==> src/include/rtcct_pkg.sv <==
// Package for the real-time clock/calendar timer block.
// Assumes a single 50 MHz system clock and byte-addressed 16-bit registers.
package rtcct_pkg;

    // ------------------------------------------------------------
    // Register offsets (byte addresses, word aligned)
    // ------------------------------------------------------------
    localparam logic [6:0]  MS_OFFSET     = 7'h78;   // minutes_seconds_time
    localparam logic [6:0]  DH_OFFSET     = 7'h7a;   // day_hour_time
    localparam logic [6:0]  YM_OFFSET     = 7'h7c;   // year_month_time

    // ------------------------------------------------------------
    // Field positions
    // ------------------------------------------------------------
    localparam int SEC_LSB   = 0;    // Seconds [5:0]
    localparam int MIN_LSB   = 8;    // Minutes [13:8]
    localparam int HOUR_LSB  = 0;    // Hours [5:0]
    localparam int DAY_LSB   = 8;    // Day [12:8]
    localparam int MONTH_LSB = 0;    // Month [3:0]
    localparam int YEAR_LSB  = 8;    // Year [14:8]
    localparam int MODE_BIT  = 0;    // Calendar select in setup register

    // ------------------------------------------------------------
    // Field limits
    // ------------------------------------------------------------
    localparam logic [5:0] SEC_MAX   = 6'h3b;   // 59
    localparam logic [5:0] MIN_MAX   = 6'h3b;   // 59
    localparam logic [5:0] HOUR_MAX  = 6'h17;   // 23
    localparam logic [4:0] DAY_MAX   = 5'h1f;   // 31
    localparam logic [3:0] MONTH_MAX = 4'hc;    // 12
    localparam logic [6:0] YEAR_MAX  = 7'h63;   // 99, offset from 2000
    localparam logic [4:0] DAY_MIN   = 5'h01;
    localparam logic [3:0] MONTH_MIN = 4'h1;

    // ------------------------------------------------------------
    // Reset values and timing
    // ------------------------------------------------------------
    localparam logic [15:0] TIME_RESET   = 16'h0000;  // Elapsed timer start
    localparam int          CLK_HZ       = 50_000_000;
    localparam int          TICK_PERIOD_S = 1;        // Seconds per tick
    localparam int          TICK_CYCLES  = CLK_HZ * TICK_PERIOD_S;

    // Write strobe kinds for the time store
    typedef enum logic [2:0] {
        RTCCT_WR_MS = 3'b001,
        RTCCT_WR_DH = 3'b010,
        RTCCT_WR_YM = 3'b100
    } rtcct_wr_t;

endpackage : rtcct_pkg

==> src/include/rtcct_time_if.sv <==
// Interface carrying the running time between the counter and register file.
// Assumes both ends run on sys_clk.
`timescale 1ns/1ps
interface rtcct_time_if;
    logic [5:0] sec;        // Seconds 0..59
    logic [5:0] min;        // Minutes 0..59
    logic [5:0] hour;       // Hours 0..23
    logic [4:0] day;        // Day 1..31, 0..31 in elapsed mode
    logic [3:0] month;      // Month 1..12, 0..12 in elapsed mode
    logic [6:0] year;       // Year 0..99
    logic       load;       // Apply staged values
    logic [5:0] ld_sec;     // Staged values
    logic [5:0] ld_min;
    logic [5:0] ld_hour;
    logic [4:0] ld_day;
    logic [3:0] ld_month;
    logic [6:0] ld_year;
    logic       calendar;   // Calendar mode selected

    modport counter (output sec, min, hour, day, month, year,
                     input load, ld_sec, ld_min, ld_hour, ld_day, ld_month, ld_year,
                     calendar);
    modport regs    (input sec, min, hour, day, month, year,
                     output load, ld_sec, ld_min, ld_hour, ld_day, ld_month, ld_year,
                     calendar);
endinterface : rtcct_time_if

==> src/logic/rtcct_counter.sv <==
// Time counter for the real-time clock; lives in the clock's own supply domain.
// Assumes sys_clk keeps running while the clock domain supply is present.
`timescale 1ns/1ps
module rtcct_counter #(
    parameter int TICK_CYCLES = rtcct_pkg::TICK_CYCLES
) (
    // Clock and reset
    input  wire logic     sys_clk,
    input  wire logic     srst,
    // Time link to register file
    rtcct_time_if.counter tm,
    // Seconds tick, one cycle
    output logic          tick
);

    // ------------------------------------------------------------
    // Tick prescaler
    // ------------------------------------------------------------
    logic [31:0] pre_q;     // Cycles within the current second
    logic        pend_q;    // Staged load waiting for the tick

    // Free-running second divider
    always_ff @(posedge sys_clk) begin
        if (srst) begin
            pre_q <= 32'h0000_0000;
        end else if (pre_q == 32'(TICK_CYCLES - 1)) begin
            pre_q <= 32'h0000_0000;
        end else begin
            pre_q <= pre_q + 32'h0000_0001;
        end
    end

    assign tick = (pre_q == 32'(TICK_CYCLES - 1));

    // Load request stays pending until a tick takes it
    always_ff @(posedge sys_clk) begin
        if (srst) begin
            pend_q <= 1'b0;
        end else if (tm.load) begin
            // Set wins over the tick that would clear it
            pend_q <= 1'b1;
        end else if (tick) begin
            pend_q <= 1'b0;
        end
    end

    // ------------------------------------------------------------
    // Time fields
    // ------------------------------------------------------------
    logic c_s, c_m, c_h, c_d, c_mo;

    assign c_s  = tm.sec   == rtcct_pkg::SEC_MAX;
    assign c_m  = c_s  && tm.min  == rtcct_pkg::MIN_MAX;
    assign c_h  = c_m  && tm.hour == rtcct_pkg::HOUR_MAX;
    assign c_d  = c_h  && tm.day  == rtcct_pkg::DAY_MAX;
    assign c_mo = c_d  && tm.month == rtcct_pkg::MONTH_MAX;

    // Counting; elapsed mode starts from zero, calendar wraps day and month to 1
    always_ff @(posedge sys_clk) begin
        if (srst) begin
            tm.sec   <= 6'h00;
            tm.min   <= 6'h00;
            tm.hour  <= 6'h00;
            tm.day   <= 5'h00;
            tm.month <= 4'h0;
            tm.year  <= 7'h00;
        end else if (tick && pend_q) begin
            tm.sec   <= tm.ld_sec;
            tm.min   <= tm.ld_min;
            tm.hour  <= tm.ld_hour;
            tm.day   <= tm.ld_day;
            tm.month <= tm.ld_month;
            tm.year  <= tm.ld_year;
        end else if (tick) begin
            tm.sec  <= c_s ? 6'h00 : tm.sec + 6'h01;
            if (c_s) tm.min  <= c_m ? 6'h00 : tm.min + 6'h01;
            if (c_m) tm.hour <= c_h ? 6'h00 : tm.hour + 6'h01;
            if (c_h) tm.day  <= c_d ? (tm.calendar ? rtcct_pkg::DAY_MIN : 5'h00)
                                    : tm.day + 5'h01;
            if (c_d) tm.month <= c_mo ? (tm.calendar ? rtcct_pkg::MONTH_MIN : 4'h0)
                                      : tm.month + 4'h1;
            if (c_mo) tm.year <= (tm.year == rtcct_pkg::YEAR_MAX) ? 7'h00
                                                                   : tm.year + 7'h01;
        end
    end

endmodule : rtcct_counter

==> src/logic/rtcct_top.sv <==
// Real-time clock/calendar register block behind the SPI register port.
// Assumes the SPI engine delivers decoded 16-bit word accesses on sys_clk.
`timescale 1ns/1ps
// Behaviour
// - Setup bit 0 selects calendar mode
// - Elapsed mode starts at zero, counts up
// - Writes stay pending until year byte
// - Committed values appear at next tick
// - Flash backup command stores settings
// - Counter sits in separate power domain
// - Access only after main startup completes
// - Minutes/seconds fields, unused bits zero
// - Day/hours fields, unused bits zero
// - Year/month fields, unused bits zero
module rtcct_top #(
    parameter int TICK_CYCLES = rtcct_pkg::TICK_CYCLES
) (
    // Clock and reset
    input  wire logic        sys_clk,
    input  wire logic        srst,
    // Register port from SPI engine
    input  wire logic        reg_wr,
    input  wire logic        reg_rd,
    input  wire logic [6:0]  reg_addr,
    input  wire logic [1:0]  reg_be,
    input  wire logic [15:0] reg_wdata,
    output logic [15:0]      reg_rdata,
    output logic             reg_ack,
    // Setup bit 0 and flash backup command from config block
    input  wire logic        setup_calendar,
    input  wire logic        flash_backup_cmd,
    output logic             flash_store_req,
    // Main domain power and startup state (asynchronous pin)
    input  wire logic        main_ready,
    // Seconds tick
    output logic             sec_tick
);

    // ------------------------------------------------------------
    // Startup qualification
    // ------------------------------------------------------------
    logic rdy_s1_q;        // First synchroniser stage
    logic rdy_s2_q;        // Usable ready level

    // Two-stage sync of the startup-complete level
    always_ff @(posedge sys_clk) begin
        if (srst) begin
            rdy_s1_q <= 1'b0;
            rdy_s2_q <= 1'b0;
        end else begin
            rdy_s1_q <= main_ready;
            rdy_s2_q <= rdy_s1_q;
        end
    end

    logic wr_ok, rd_ok;
    assign wr_ok = reg_wr && rdy_s2_q;
    assign rd_ok = reg_rd && rdy_s2_q;

    // ------------------------------------------------------------
    // Address decode
    // ------------------------------------------------------------
    function automatic logic hit(input logic [6:0] a, input logic [6:0] off);
        hit = (a[6:1] == off[6:1]);
    endfunction : hit

    logic hit_ms, hit_dh, hit_ym;
    assign hit_ms = hit(reg_addr, rtcct_pkg::MS_OFFSET);
    assign hit_dh = hit(reg_addr, rtcct_pkg::DH_OFFSET);
    assign hit_ym = hit(reg_addr, rtcct_pkg::YM_OFFSET);

    // ------------------------------------------------------------
    // Counter and time link
    // ------------------------------------------------------------
    rtcct_time_if tm ();

    rtcct_counter #(
        .TICK_CYCLES (TICK_CYCLES)
    ) u_counter (
        .sys_clk (sys_clk),
        .srst    (srst),
        .tm      (tm),
        .tick    (sec_tick)
    );

    // ------------------------------------------------------------
    // Mode selection
    // ------------------------------------------------------------
    logic cal_q;    // Registered calendar mode

    always_ff @(posedge sys_clk) begin
        if (srst) begin
            cal_q <= 1'b0;
        end else begin
            cal_q <= setup_calendar;
        end
    end
    assign tm.calendar = cal_q;

    always_ff @(posedge sys_clk) begin
        if (srst) begin
            flash_store_req <= 1'b0;
        end else begin
            flash_store_req <= flash_backup_cmd;
        end
    end

    // ------------------------------------------------------------
    // Staging registers
    // ------------------------------------------------------------
    logic [5:0] st_sec_q, st_min_q, st_hour_q;
    logic [4:0] st_day_q;
    logic [3:0] st_month_q;
    logic [6:0] st_year_q;
    logic       load_q;     // Commit pulse to the counter

    // hold writes pending; drop unused bits
    always_ff @(posedge sys_clk) begin
        if (srst) begin
            st_sec_q   <= 6'h00;
            st_min_q   <= 6'h00;
            st_hour_q  <= 6'h00;
            st_day_q   <= 5'h00;
            st_month_q <= 4'h0;
            st_year_q  <= 7'h00;
        end else if (wr_ok) begin
            if (hit_ms && reg_be[0]) st_sec_q <= reg_wdata[rtcct_pkg::SEC_LSB +: 6];
            if (hit_ms && reg_be[1]) st_min_q <= reg_wdata[rtcct_pkg::MIN_LSB +: 6];
            if (hit_dh && reg_be[0]) st_hour_q <= reg_wdata[rtcct_pkg::HOUR_LSB +: 6];
            if (hit_dh && reg_be[1]) st_day_q  <= reg_wdata[rtcct_pkg::DAY_LSB +: 5];
            if (hit_ym && reg_be[0]) st_month_q <= reg_wdata[rtcct_pkg::MONTH_LSB +: 4];
            if (hit_ym && reg_be[1]) st_year_q  <= reg_wdata[rtcct_pkg::YEAR_LSB +: 7];
        end
    end

    // year byte commits; relies on host order
    always_ff @(posedge sys_clk) begin
        if (srst) begin
            load_q <= 1'b0;
        end else begin
            load_q <= wr_ok && hit_ym && reg_be[1];
        end
    end

    assign tm.load     = load_q;
    assign tm.ld_sec   = st_sec_q;
    assign tm.ld_min   = st_min_q;
    assign tm.ld_hour  = st_hour_q;
    assign tm.ld_day   = st_day_q;
    assign tm.ld_month = st_month_q;
    assign tm.ld_year  = st_year_q;

    // ------------------------------------------------------------
    // Read path
    // ------------------------------------------------------------
    // Unused bits read as zero
    always_ff @(posedge sys_clk) begin
        if (srst) begin
            reg_rdata <= rtcct_pkg::TIME_RESET;
        end else if (rd_ok) begin
            if (hit_ms) begin
                reg_rdata <= {2'b00, tm.min, 2'b00, tm.sec};
            end else if (hit_dh) begin
                reg_rdata <= {3'b000, tm.day, 2'b00, tm.hour};
            end else if (hit_ym) begin
                reg_rdata <= {1'b0, tm.year, 4'h0, tm.month};
            end else begin
                reg_rdata <= 16'h0000;
            end
        end
    end

    // Acknowledge accepted accesses one cycle later
    always_ff @(posedge sys_clk) begin
        if (srst) begin
            reg_ack <= 1'b0;
        end else begin
            reg_ack <= wr_ok || rd_ok;
        end
    end

endmodule : rtcct_top

==> config.mk <==
export PLATFORM = sky130hd
export DESIGN_NAME = rtcct_top
export DESIGN_NICKNAME = d
export VERILOG_FILES = /design/src/include/rtcct_pkg.sv /design/src/include/rtcct_time_if.sv /design/src/logic/rtcct_counter.sv /design/src/logic/rtcct_top.sv
export SDC_FILE = /design/constraint.sdc
export NUM_CORES = 1
export LEC_CHECK = 0
export BUFFER_PORTS_ARGS = -buffer_cell sky130_fd_sc_hd__buf_2
export CAP_MARGIN = 20
export CORE_MARGIN = 1.5
export CORE_UTILIZATION = 25
export DETAILED_ROUTE_END_ITERATION = 8
export PLACE_DENSITY = 0.51
export SYNTH_ARGS = -nofsm -noshare
export SYNTH_HDL_FRONTEND = slang
export SYNTH_SLANG_ARGS = --single-unit
export TNS_END_PERCENT = 10
==> constraint.sdc <==
create_clock -name sys_clk -period 3 [get_ports sys_clk]
set_input_delay 0.45 -clock sys_clk [delete_from_list [all_inputs] [get_ports sys_clk]]
set_output_delay 0.45 -clock sys_clk [all_outputs]
set_load 0.01 [all_outputs]
# Yosys cells after proc, flatten, opt, wreduce, memory -nomap -nowiden
# Index checks and enable logic that the tools add are counted.
[totals] input_bits=32 elab_cells=103 ff_bits=123 out_inout_bits=19
[op_classes] eq_ne=10 n_reduce_logical=35 muxes=30 n_addsub=7
[op_table] op="$mux W6" n=11
[op_table] op="$mux W15" n=3
[op_table] op="$add A32 B1 Y32 const B" n=1
[op_table] op="$eq A32 B26 Y1 const B" n=1
[op_table] op="$eq A6 B6 Y1 const B" n=5
[op_table] op="$mux W7" n=4
[op_table] op="$reduce_and A2 Y1" n=11
[op_table] op="$mux W5" n=4
[op_table] op="$add A6 B1 Y6 const B" n=3
[op_table] op="$mux W4" n=4
[op_table] op="$logic_and A1 B1 Y1" n=15
[op_table] op="$reduce_bool A2 Y1" n=7
[op_table] op="$add A7 B1 Y7 const B" n=1
[op_table] op="$eq A7 B7 Y1 const B" n=1
[op_table] op="$eq A6 B5 Y1 const B" n=1
[op_table] op="$add A5 B1 Y5 const B" n=1
[op_table] op="$eq A5 B5 Y1 const B" n=1
[op_table] op="$add A4 B1 Y4 const B" n=1
[op_table] op="$eq A4 B4 Y1 const B" n=1
[op_table] op="$mux W1" n=4
[op_table] op="$reduce_or A2 Y1" n=1
[op_table] op="$logic_or A1 B1 Y1" n=1

# Logic depth before layout (Yosys ltp)
[depth] ltp_word=9 depth_mapped=9 mapped_depth_nobuf=8

# By module
# A second synthesis with hierarchy kept.
[hier_totals] hier_cells=724 area_unflattened_um2=6253.5
[by_module_without_submodules] mod="rtcct_counter" instances=1 cells_each=476 seq_area_each_um2=1341.3 area_each_um2=3793.6
[by_module_without_submodules] mod="rtcct_top" instances=1 cells_each=248 seq_area_each_um2=1061.0 area_each_um2=2459.9

# Worst setup path before layout
# OpenSTA, ideal clock, no wires.
[synth_timing] path_kind="register -> register" start="reg u_counter.tm.day[0]" end="reg u_counter.tm.month[0]" stages_incl_launch_ff=10 t_required_ns=2.926 path_slack_ns=0.696 t_arrival_ns=2.230 cell_sequence="dfxtp_1 > ha_1 > and3_1 > ha_1 > buf_2 > nand4_1 > nor4_2 > nand3_1 > a2111o_1 > a31oi_1"
[synth_via] elab_chain_cells=7 elab_cells_between_ends=9 classes_between="1 x eq/ne; 4 x mux; 4 x reduce/logical"
[synth_rtl] item="start: declaration" line="rtcct_time_if.sv:20" text="modport counter (output sec, min, hour, day, month, year,"
[synth_rtl] item="start signal: assignment" line="rtcct_counter.sv:71" text="tm.day <= tm.ld_day;"
[synth_rtl] item="start signal: assignment" line="rtcct_counter.sv:78" text="if (c_h) tm.day <= c_d ? (tm.calendar ? rtcct_pkg::DAY_MIN : 5'h00)"
[synth_rtl] item="$eq A5 B5 Y1 *" line="rtcct_counter.sv:55" text="assign c_d = c_h && tm.day == rtcct_pkg::DAY_MAX;"
[synth_rtl] item="$logic_and A1 B1 Y1 *" line="rtcct_counter.sv:55"
[synth_rtl] item="$logic_and A1 B1 Y1" line="rtcct_counter.sv:56" text="assign c_mo = c_d && tm.month == rtcct_pkg::MONTH_MAX;"
[synth_rtl] item="$mux W4 (2 in a row)" line="rtcct_counter.sv:80" text="if (c_d) tm.month <= c_mo ? (tm.calendar ? rtcct_pkg::MONTH_MIN : 4'h0)"
[synth_rtl] item="$mux W4" line="rtcct_counter.sv:74" text="end else if (tick) begin"
[synth_rtl] item="$mux W4" line="rtcct_counter.sv:67" text="end else if (tick && pend_q) begin"
[synth_rtl] item="end signal: assignment" line="rtcct_counter.sv:72" text="tm.month <= tm.ld_month;"
[synth_rtl] item="end signal: assignment" line="rtcct_counter.sv:80"
[synth_rtl] item="end: declaration" line="rtcct_time_if.sv:20"
# Mark *: on every way between the ends. The rest lies on a longest branch, timed or not. The select of a mux whose other input is x is not followed.
# A chain may end at the register's enable or synchronous reset.

# Final worst setup path
[layout_timing] start="reg u_counter.pre_q[0]" end="out sec_tick"
[layout_via] elab_chain_cells=1
[layout_rtl] item="start: declaration" line="rtcct_counter.sv:19" text="logic [31:0] pre_q;"
[layout_rtl] item="start signal: assignment" line="rtcct_counter.sv:29" text="pre_q <= pre_q + 32'h0000_0001;"
[layout_rtl] item="$eq A32 B26 Y1" line="rtcct_counter.sv:33" text="assign tick = (pre_q == 32'(TICK_CYCLES - 1));"
[layout_rtl] item="end: declaration" line="rtcct_top.sv:36" text="output logic sec_tick"
# Every way passes these cells.

==> out/results.txt <==
DIE WIDTH - 158.2 um
Sink Count - 120
list of most frequent post-synthesis cells - dfxtp_1, nor2_1, mux2i_1
P per Cell Area - 504.9 nW/um^2
Hold Fails Final Rpt - 0
Worst-Margin Slew - 776.0 ps
via/cell ratio - 4.850
warning count from the yosys run - 0
clk buf depth - 2
max-cap viol count - 0
share of post-route cells with drive strength above 1 - 15.44%
mux share of post-synthesis cell area - 8.229%
cells after synthesis - 708
row count - 56
xor/xnor share of the synthesized area - 4.655%
die area - 25020 um^2
via count - 5223
synth-to-layout area growth - 18.89%
DR WL/cell - 15.77 um
sequential area share after synthesis - 39.90%
TNS Setup - 0 ps
Final Critical Period - 2725 ps
CP Launch Type - flop
gr ovfl total - 0
iteration count of the initial detailed-routing pass - 5
combinational family with the most area after synthesis - simple AND/OR/NAND/NOR gates
Post-Synth Simple-Gate Area - 25.60%
Worst Skew - 13.29 ps
final worst path period share - 90.84%
Slew Limit Fails - 0
Antenna diodes - 0
fin worst setup slack - 274.7 ps
Final nets - 787
core footprint - 23540 um^2
Num CTS Buffers - 17
1st-iter DRT viols - 376
H-tree Lvls - 4
Cell Area, Synth - 6021 um^2
RSZ-0062 raised after global routing - no
CP Max Fanout - 10
Post-synth top flop - dfxtp_1
Worst setup EP type - output pin
# Post-CTS Setup Buffers - 0
top-area cell type share of the netlist area - 39.90%
WHS - 232.4 ps
total track usage - 14.22%
crit path kind - reg -> out
worst skew pair latency - 420 ps
Die Height - 158.2 um
DRC violations left - 0
area leader, netlist - dfxtp_1
post_cts resized - 0
Post-Synth Adder-Cell Area - 1.870%
worst hold path class - in -> reg
pre-CTS setup slack - 589.5 ps
Lkg Pwr - 0.002461 uW
peak supply drop - 0.4140 mV
cells taking the most area after synthesis - dfxtp_1, mux2i_1, nor2_1
Post-CTS Hold Fix Bufs - 0
DP HPWL - 12130 um
Final setup viols - 0
Avg Inst Size Synth - 8.504 um^2
Initial Utilization - 25.57%
Total Wirelength - 16980 um
antenna violations before repair - 0
first-pass GRT wire length - 27280 um
largest net degree at the start of global routing - 61
Compound-Gate Fraction of Synth Area - 15.50%
vias in the first global route - 4930
Routability Congestion - 0.7694
worst path required time - 2550 ps
fin util - 30.40%
Slew HR - 47.79%
ANT nets after route - 0
number of synthesized flops with an enable pin - 0
Post-synth ARST share - 0%
CTS clk-pin slew, worst paths - 60 ps
Fmax - 366.9 MHz
port bufs - 43
crit path DAT - 2280 ps
distinct cell type count after synthesis - 67
run status - finished clean
# IOs - 51
Seq cells post-synth - 120
most numerous cell in the Yosys netlist - dfxtp_1
TritonCTS clock tree - done
CTS Root Cell - clkbuf_16
final timing paths:
| check | from | to | slack [ps] | depth (start not counted) |
|---|---|---|---|---|
| max | u_counter.pre_q[0] | sec_tick | 270 | 7 |
| min | main_ready | rdy_s1_q | 230 | 2 |
| max reg2reg | u_counter.pre_q[0] | u_counter.tm.day[1] | 570 | 7 |
| min reg2reg | load_q | u_counter.pend_q | 430 | 2 |
worst max-delay path: stages, from the launching register on:
cell and delay, ps:
dfxtp_1 350, ha_1 240, nand4_1 230, nor4_2 320, buf_4 160, nand2_2 180, inv_4 200, buf_2 170
cell type report:
| cell class | instances | area, um^2 |
|---|---|---|
| clock buffer | 21 | 480.5 |
| clock inverter | 10 | 71.32 |
| fill | 2559 | 16380 |
| inverter | 15 | 58.81 |
| multi-input combinational | 530 | 3387 |
| sequential | 120 | 2404 |
| tap | 319 | 399.1 |
| timing repair buffer | 62 | 357.8 |
sequential cells by signal (all words and copies together) (netlist names), 4 cells and up:
| signal | count |
|---|---|
| reg_rdata | 13 |
| st_day_q | 5 |
| st_hour_q | 6 |
| st_min_q | 6 |
| st_month_q | 4 |
| st_sec_q | 6 |
| st_year_q | 7 |
| u_counter.pre_q | 32 |
| u_counter.tm.day | 5 |
| u_counter.tm.hour | 6 |
| u_counter.tm.min | 6 |
| u_counter.tm.month | 4 |
| u_counter.tm.sec | 6 |
| u_counter.tm.year | 7 |
through the flow:
stage | area, um^2 | instances | total power, uW
after global routing | 7158 | 1077 | 3757
after CTS | 7149 | 1077 | 3655
after global placement | 6598 | 1046 | 1758
after detailed placement | 6598 | 1046 | 1759
after floorplan | 6028 | 710 | 1711
final | 7158 | 1077 | 3614
where the power goes:
part           internal, uW  switching, uW  leakage [uW]
logic                  37.0           65.8       0.00124
clock network          1140            756      0.000252
registers              1610           11.9      0.000969
total                  2780            834       0.00246
placed cells by master (no fill, tap or decap), drive strengths merged, types with 4 or more instances in the layout:
master    count
and2          5
and3         15
o21ai        15
and4          7
nand2b        7
or3           4
buf          62
o211ai        4
a21oi        36
nor4b         4
mux2          4
a221oi       13
clkbuf       21
nor4         19
nor3b         4
mux2i        45
nor2b         5
xnor2        21
a31oi        10
o31ai        10
nor3         21
xor2         11
a211oi       19
clkinvlp      7
dfxtp       120
a21o          6
nor2        113
ha            9
inv          16
nand2        42
nand4        15
o22ai         4
nand3        30
metal layers:
metal  wire length, um  part of all wire (%)  global-route usage [%]  vias to the layer above
met5                 0                     0                       0                        -
met2              7782                    46                   22.13                      122
met1              8199                    48                   19.03                     2432
li1                  -                     -                       -                     2652
met3               712                   4.2                   3.750                       17
met4               289                   1.7                   4.584                        0
cell families after synthesis:
| logic type | Yosys count |
|---|---|
| AO/OA/AOI/OAI | 137 |
| XOR/XNOR | 32 |
| adder cells (fa/ha/maj) | 9 |
| buffers and inverters | 60 |
| flip-flops | 120 |
| multiplexers | 49 |
| other | 1 |
| AND/OR/NAND/NOR | 300 |
Note: power is estimated with default switching activity, not from simulation.
